### src/design/udwsc_consts.svh
// Notes on behaviour
// The wiper position counter has 64 positions held in a 6-bit code.
// At power-on the counter loads midscale without any host action.
// Position changes only on a falling step clock edge while select is low.
// Each qualifying pulse moves the position by exactly one step unless it is already at the end in that direction.
// Direction is sampled at the qualifying edge: high steps up, low steps down.
// At either end, further steps in that direction leave the position unchanged.
// A steady direction keeps stepping the same way until the range end.
// The high-end portion is always 63 minus the low-end position.
// The host interface is three inputs: step clock, active-low select, direction.
// With select low, each clock pulse increments or decrements the counter unless it already sits at that end.
// The host drives direction high for upward steps and low for downward.
// Select is active low; with select high, clock edges change nothing.
// Midscale preset is position 32; the position is lost on power removal.
`ifndef UDWSC_CONSTS_SVH
`define UDWSC_CONSTS_SVH
`define UDWSC_POS_W 6
`define UDWSC_POS_MAX 6'h3F
`define UDWSC_POS_MIN 6'h00
`define UDWSC_POS_MID 6'h20
`define UDWSC_POS_ONE 6'h01
`define UDWSC_SYNC_HIGH 3'h7
`define UDWSC_SYNC_LOW 3'h0
`define UDWSC_GAP_W 3
`define UDWSC_GAP_MAX 3'h7
`define UDWSC_GAP_MIN 3'h3
`define UDWSC_GAP_ONE 3'h1
`define UDWSC_GAP_ZERO 3'h0
`endif

### src/design/udwsc_pkg.sv
`include "udwsc_consts.svh"
package udwsc_pkg;
	typedef struct packed
	{
		logic step_clk;
		logic select_n;
		logic dir_up;
	} udwsc_host_t;
	typedef struct packed
	{
		logic [`UDWSC_POS_W-1:0] wiper_to_low_end_resistance;
		logic [`UDWSC_POS_W-1:0] wiper_to_high_end_resistance;
	} udwsc_wiper_t;
endpackage

### src/design/udwsc_counter.sv
`timescale 1ns/1ps
`include "udwsc_consts.svh"
module udwsc_counter
(
	// Clock and reset.
	input wire logic mclk,
	input wire logic reset_n,
	// Host pins.
	input wire udwsc_pkg::udwsc_host_t host,
	// Wiper code.
	output udwsc_pkg::udwsc_wiper_t wiper,
	output logic step_pulse
);
	////////////////////////////////////////////////////////////////////////
	// Pins come from outside this clock, so each passes three flip-flops.
	logic [2:0] clk_sync_reg, clk_sync_next;
	logic [2:0] sel_sync_reg, sel_sync_next;
	logic [2:0] dir_sync_reg, dir_sync_next;
	logic clk_level_reg, clk_level_next;
	logic sel_level_reg, sel_level_next;
	logic dir_level_reg, dir_level_next;

	always_comb
	begin
		clk_sync_next = {clk_sync_reg[1:0], host.step_clk};
		sel_sync_next = {sel_sync_reg[1:0], host.select_n};
		dir_sync_next = {dir_sync_reg[1:0], host.dir_up};
		clk_level_next = clk_level_reg;
		sel_level_next = sel_level_reg;
		dir_level_next = dir_level_reg;
		if (clk_sync_reg[1] == clk_sync_reg[2])
		begin
			clk_level_next = clk_sync_reg[2];
		end
		if (sel_sync_reg[1] == sel_sync_reg[2])
		begin
			sel_level_next = sel_sync_reg[2];
		end
		if (dir_sync_reg[1] == dir_sync_reg[2])
		begin
			dir_level_next = dir_sync_reg[2];
		end
	end

	always_ff @(posedge mclk)
	begin
		if (!reset_n)
		begin
			clk_sync_reg <= `UDWSC_SYNC_HIGH;
			sel_sync_reg <= `UDWSC_SYNC_HIGH;
			dir_sync_reg <= `UDWSC_SYNC_LOW;
			clk_level_reg <= 1'b1;
			sel_level_reg <= 1'b1;
			dir_level_reg <= 1'b0;
		end
		else
		begin
			clk_sync_reg <= clk_sync_next;
			sel_sync_reg <= sel_sync_next;
			dir_sync_reg <= dir_sync_next;
			clk_level_reg <= clk_level_next;
			sel_level_reg <= sel_level_next;
			dir_level_reg <= dir_level_next;
		end
	end

	////////////////////////////////////////////////////////////////////////
	// A qualifying edge is a filtered fall of the step clock while selected.
	// Select and direction use the same filter depth, so the host setup time
	// carries over to the filtered levels.
	logic fall;
	logic [`UDWSC_POS_W-1:0] pos_reg, pos_next;
	logic step_reg, step_next;
	// The high-end code is registered so that every output leaves a flip-flop.
	logic [`UDWSC_POS_W-1:0] high_reg, high_next;

	always_comb
	begin
		fall = clk_level_reg && (clk_sync_reg[1] == clk_sync_reg[2]) && !clk_sync_reg[2];
		pos_next = pos_reg;
		step_next = 1'b0;
		if (fall && !sel_level_reg)
		begin
			step_next = 1'b1;
			if (dir_level_reg)
			begin
				if (pos_reg != `UDWSC_POS_MAX)
					pos_next = pos_reg + `UDWSC_POS_ONE;
			end
			else if (pos_reg != `UDWSC_POS_MIN)
				pos_next = pos_reg - `UDWSC_POS_ONE;
		end
		high_next = `UDWSC_POS_MAX - pos_next;
	end

	always_ff @(posedge mclk)
	begin
		if (!reset_n)
		begin
			pos_reg <= `UDWSC_POS_MID;
			high_reg <= `UDWSC_POS_MAX - `UDWSC_POS_MID;
			step_reg <= 1'b0;
		end
		else
		begin
			pos_reg <= pos_next;
			high_reg <= high_next;
			step_reg <= step_next;
		end
	end

	assign wiper.wiper_to_low_end_resistance = pos_reg;
	assign wiper.wiper_to_high_end_resistance = high_reg;
	assign step_pulse = step_reg;

	////////////////////////////////////////////////////////////////////////
	// Cycles since the last step pulse, saturating; only the checks read it.
	// The pin filter needs two agreeing samples per level, so steps can never
	// come closer than four cycles apart.
	logic [`UDWSC_GAP_W-1:0] gap_reg, gap_next;

	always_comb
	begin
		gap_next = gap_reg;
		if (step_reg)
		begin
			gap_next = `UDWSC_GAP_ZERO;
		end
		else if (gap_reg != `UDWSC_GAP_MAX)
		begin
			gap_next = gap_reg + `UDWSC_GAP_ONE;
		end
	end

	always_ff @(posedge mclk)
	begin
		if (!reset_n)
		begin
			gap_reg <= `UDWSC_GAP_MAX;
		end
		else
		begin
			gap_reg <= gap_next;
		end
	end
endmodule

### config.mk
export PLATFORM = sky130hd
export DESIGN_NAME = udwsc_counter
export DESIGN_NICKNAME = d
export VERILOG_FILES = /design/src/design/udwsc_pkg.sv /design/src/design/udwsc_counter.sv
export VERILOG_INCLUDE_DIRS = /design/src /design/src/design
export SDC_FILE = /design/constraint.sdc
export NUM_CORES = 1
export LEC_CHECK = 0
export ABC_AREA = 1
export BUFFER_PORTS_ARGS = -buffer_cell sky130_fd_sc_hd__buf_2
export CAP_MARGIN = 15
export CORE_ASPECT_RATIO = 1.5
export CORE_UTILIZATION = 50
export DETAILED_ROUTE_END_ITERATION = 10
export HOLD_SLACK_MARGIN = 0.02
export PLACE_DENSITY = 0.72
export SLEW_MARGIN = 30
export SYNTH_ARGS = -nofsm -noshare
export SYNTH_HDL_FRONTEND = slang
export SYNTH_SLANG_ARGS = --single-unit
### constraint.sdc
create_clock -name mclk -period 2.31 [get_ports mclk]
set_clock_uncertainty 0.2 [all_clocks]
set_input_delay 0.3465 -clock mclk [delete_from_list [all_inputs] [get_ports mclk]]
set_output_delay 0.3465 -clock mclk [all_outputs]
set_load 0.005 [all_outputs]
==> impl_metrics.csv <==
group,metric,value,unit
synthesis,ys_ff_latch,25,
finish,layout_commonest_cell,"nand2_1",
worst_setup_path,crit_path_start_kind,"flop",
worst_setup_path,cp_slowest_cell,"dfxtp_1",
floorplan,dieArea,2405,um2
grt,grt_pass1_wl,3387,um
worst_setup_path,path_cells,"inv_1 -> ha_1 -> inv_1 -> nor2_1 -> nand3_1 -> nand2_1 -> nand2_1 -> nand3_1 -> a21oi_2 -> inv_2",
finish,utilization,61.10,%
timing,max_freq,560.4,MHz
route,first_pass_iters,4,
pwr,p_leak,0.0006468,uW
synthesis,yosysTopAreaCell,"dfxtp_1",
synthesis,yosys.area.top_type_share,45.30,%
clock_tree,clock_sinks,25,
finish,largest_register_ff_count,6,
worst_setup_path,worstPathArrival,1.81,ns
hold_path,worst_hold_path_type,"input pin to flop",
worst_setup_path,worstPathMaxFanout,7,
route,drc_errors,0,
timing,final.period_utilization,77.25,%
clock_tree,cts_buffers,3,
route,ant_nets,0,
worst_setup_path,cp_slowest_stage_delay,0.44,ns
hold_path,hp-start,"reset_n",
synthesis,ys.flop_type,"dfxtp_1",
floorplan,rows,20,
synthesis,async_reset_ff_share,0,%
route,routedWlPerCell,11.04,um
finish,area_growth,13.48,%
clock_tree,ctsRootBufferMaster,"clkbuf_4",
route,drtIter0Drc,12,
worst_setup_path,path_delay_family,"flip-flops",
timing,fin_setup_tns,0,ns
timing,setup_viol,0,
grt,grt_pass1_vias,866,
route,finalWirelength,2075,um
route,viasPerCell,5.154,
timing,rsz0062_at_grt,"no",
finish,layout.nets,175,
placement,portBuffers,17,
synthesis,synthAdderAreaFrac,3.398,%
flow_run,max_cap_violations,0,
floorplan,die_y,59.57,um
grt,grt.overflow.total,0,
synthesis,synthMuxAreaShare,0,%
clock_tree,clk-insertion-delay-late,0.31,ns
run_status,outcome,"complete, no violations",
timing,relSlewSlack,76.37,%
placement,hpwl,1582,um
synthesis,synth_cell_types,24,
pwr,p_total,682.8,uW
timing,fin_crit,1.785,ns
pwr,clock_power_share,27.3,%
pwr,pwr-share-seq,65.3,%
synthesis,synth_simple_gate_area_share,30.46,%
grt,grt_max_degree,15,
finish,diodes,0,
synthesis,ys_seq_area_share,45.30,%
pwr,combPwrFrac,7.4,%
floorplan,ios,18,
floorplan,core,2052,um2
synthesis,synth_edf_count,0,
synthesis,yosys_warnings,0,
pwr,power.density,544.6,nW/um2
finish,fin_cells,188,
worst_setup_path,worstReg2RegStart,"pos_reg[0]",
clock_tree,cts_buffer_depth,2,
floorplan,start_util,53.84,%
synthesis,avgSynthCellArea,7.619,um2
worst_setup_path,required,2.33,ns
synthesis,synth_top_family_by_area,"simple AND/OR/NAND/NOR gates",
timing,drv_slew,0,
synthesis,syn-instance-count,145,
placement,place.gp.congestion,0.8204,
finish,final_cell_mix,"nand2_1, dfxtp_1, inv_1, buf_2, nand3_1",
worst_setup_path,crit_path_end_kind,"flop",
finish,drive_gt1_share,24.70,%
worst_setup_path,crit_buf_inv,3,
synthesis,synth_xor_area_share,3.171,%
worst_setup_path,cp-startpoint,"pos_reg[0]",
synthesis,synth_fp_nets,153,
floorplan,die_w,40.38,um
clock_tree,path_clk_slew,0.12,ns
clock_tree,htreeDepth,1,
timing,tightest_slew,0.3539,ns
clock_tree,cts_tree,"yes",
clock_tree,post_cts_resize_count,0,
timing,hold_viol_final,0,
synthesis,synthTopCellsByArea,"dfxtp_1, nand2_1, inv_1, nand3_1, ha_1",
synthesis,synth_compound_area_share,7.361,%
pwr,swShare,22.22,%
route,dr_total_vias,969,
pwr,ir_drop,0.4013,mV
placement,place_inst,181,
grt,grt_util_all_layers,20.52,%
pwr,p_sw,151.7,uW
pwr,internal_power,531.1,uW
grt,antenna_found_initial,0,
synthesis,synthesis.area,1105,um2
worst_setup_path,worst-setup-path-type,"flop to flop",
## stage by stage
stage          worst slack, ns  area [um2]  hold WS [ns]
4_1_cts                 0.5320        1254        0.1401
2_1_floorplan           0.7101        1105        0.1905
6_report                0.5254        1254        0.1400
3_3_place_gp            0.5652        1197        0.2000
5_1_grt                 0.3388        1254        0.1429
3_5_place_dp            0.5560        1197        0.2061
## area by class of cell
class,instances,area (um2)
fillers,196,798.3
flip-flops and latches,25,500.5
multi-input cells,93,490.5
repair buffers,21,122.6
inverters,23,86.33
well taps,22,27.53
clock buffers,4,26.28
## metal layers
layer | track usage [%] | wire (um) | vias up
li1 | - | - | 489
met1 | 21.38 | 897 | 451
met2 | 35.37 | 1061 | 20
met3 | 3.383 | 50 | 9
met4 | 12.86 | 66 | 0
met5 | 0 | 0 | -
## power by group through the flow
stage / clock, uW / combinational [uW] / sequential, uW
final: 186 / 50.4 / 446
after global routing: 213 / 57.1 / 448
after CTS: 193 / 50.7 / 446
after detailed placement: 0 / 46.5 / 456
after global placement: 0 / 45.9 / 455
after floorplan: 0 / 33.1 / 455
## worst register-to-register path, cell delays in order, from the launching register on
cell     delay [ns]
dfxtp_1        0.44
inv_1          0.16
ha_1           0.23
inv_1          0.05
nor2_1         0.04
nand3_1        0.12
nand2_1        0.10
nand2_1        0.08
nand3_1        0.09
a21oi_2        0.16
inv_2          0.03
## path summary, 6_finish.rpt
check / endpoint / slack (ns) / depth (start not counted)
max: high_reg[1] / 0.53 / 10
min: clk_sync_reg[2] / 0.14 / 2
max reg2reg: high_reg[1] / 0.53 / 10
min reg2reg: dir_sync_reg[1] / 0.23 / 2
## Yosys cell counts (4+ instances only)
| cell | number |
|---|---|
| a21oi_1 | 6 |
| dfxtp_1 | 25 |
| inv_1 | 17 |
| inv_2 | 6 |
| nand2_1 | 34 |
| nand3_1 | 11 |
| nor2_1 | 10 |
| o21ai_0 | 4 |
| or2_2 | 6 |
| xor2_1 | 4 |
## cell families after synthesis
kind of cell	Yosys count
AOI/OAI and AO/OA	15
xor gates and xnor gates	4
adders and majority gates	3
buffers and inverters	27
DFF	25
and+or+nand+nor	71
## what timing repair did
item | in CTS | in global routing
buffers inserted | 0 | 0
hold endpoints to repair | 3 | 0
hold buffers | 3 | 0
No activity file was read; power rests on OpenSTA's default activity.
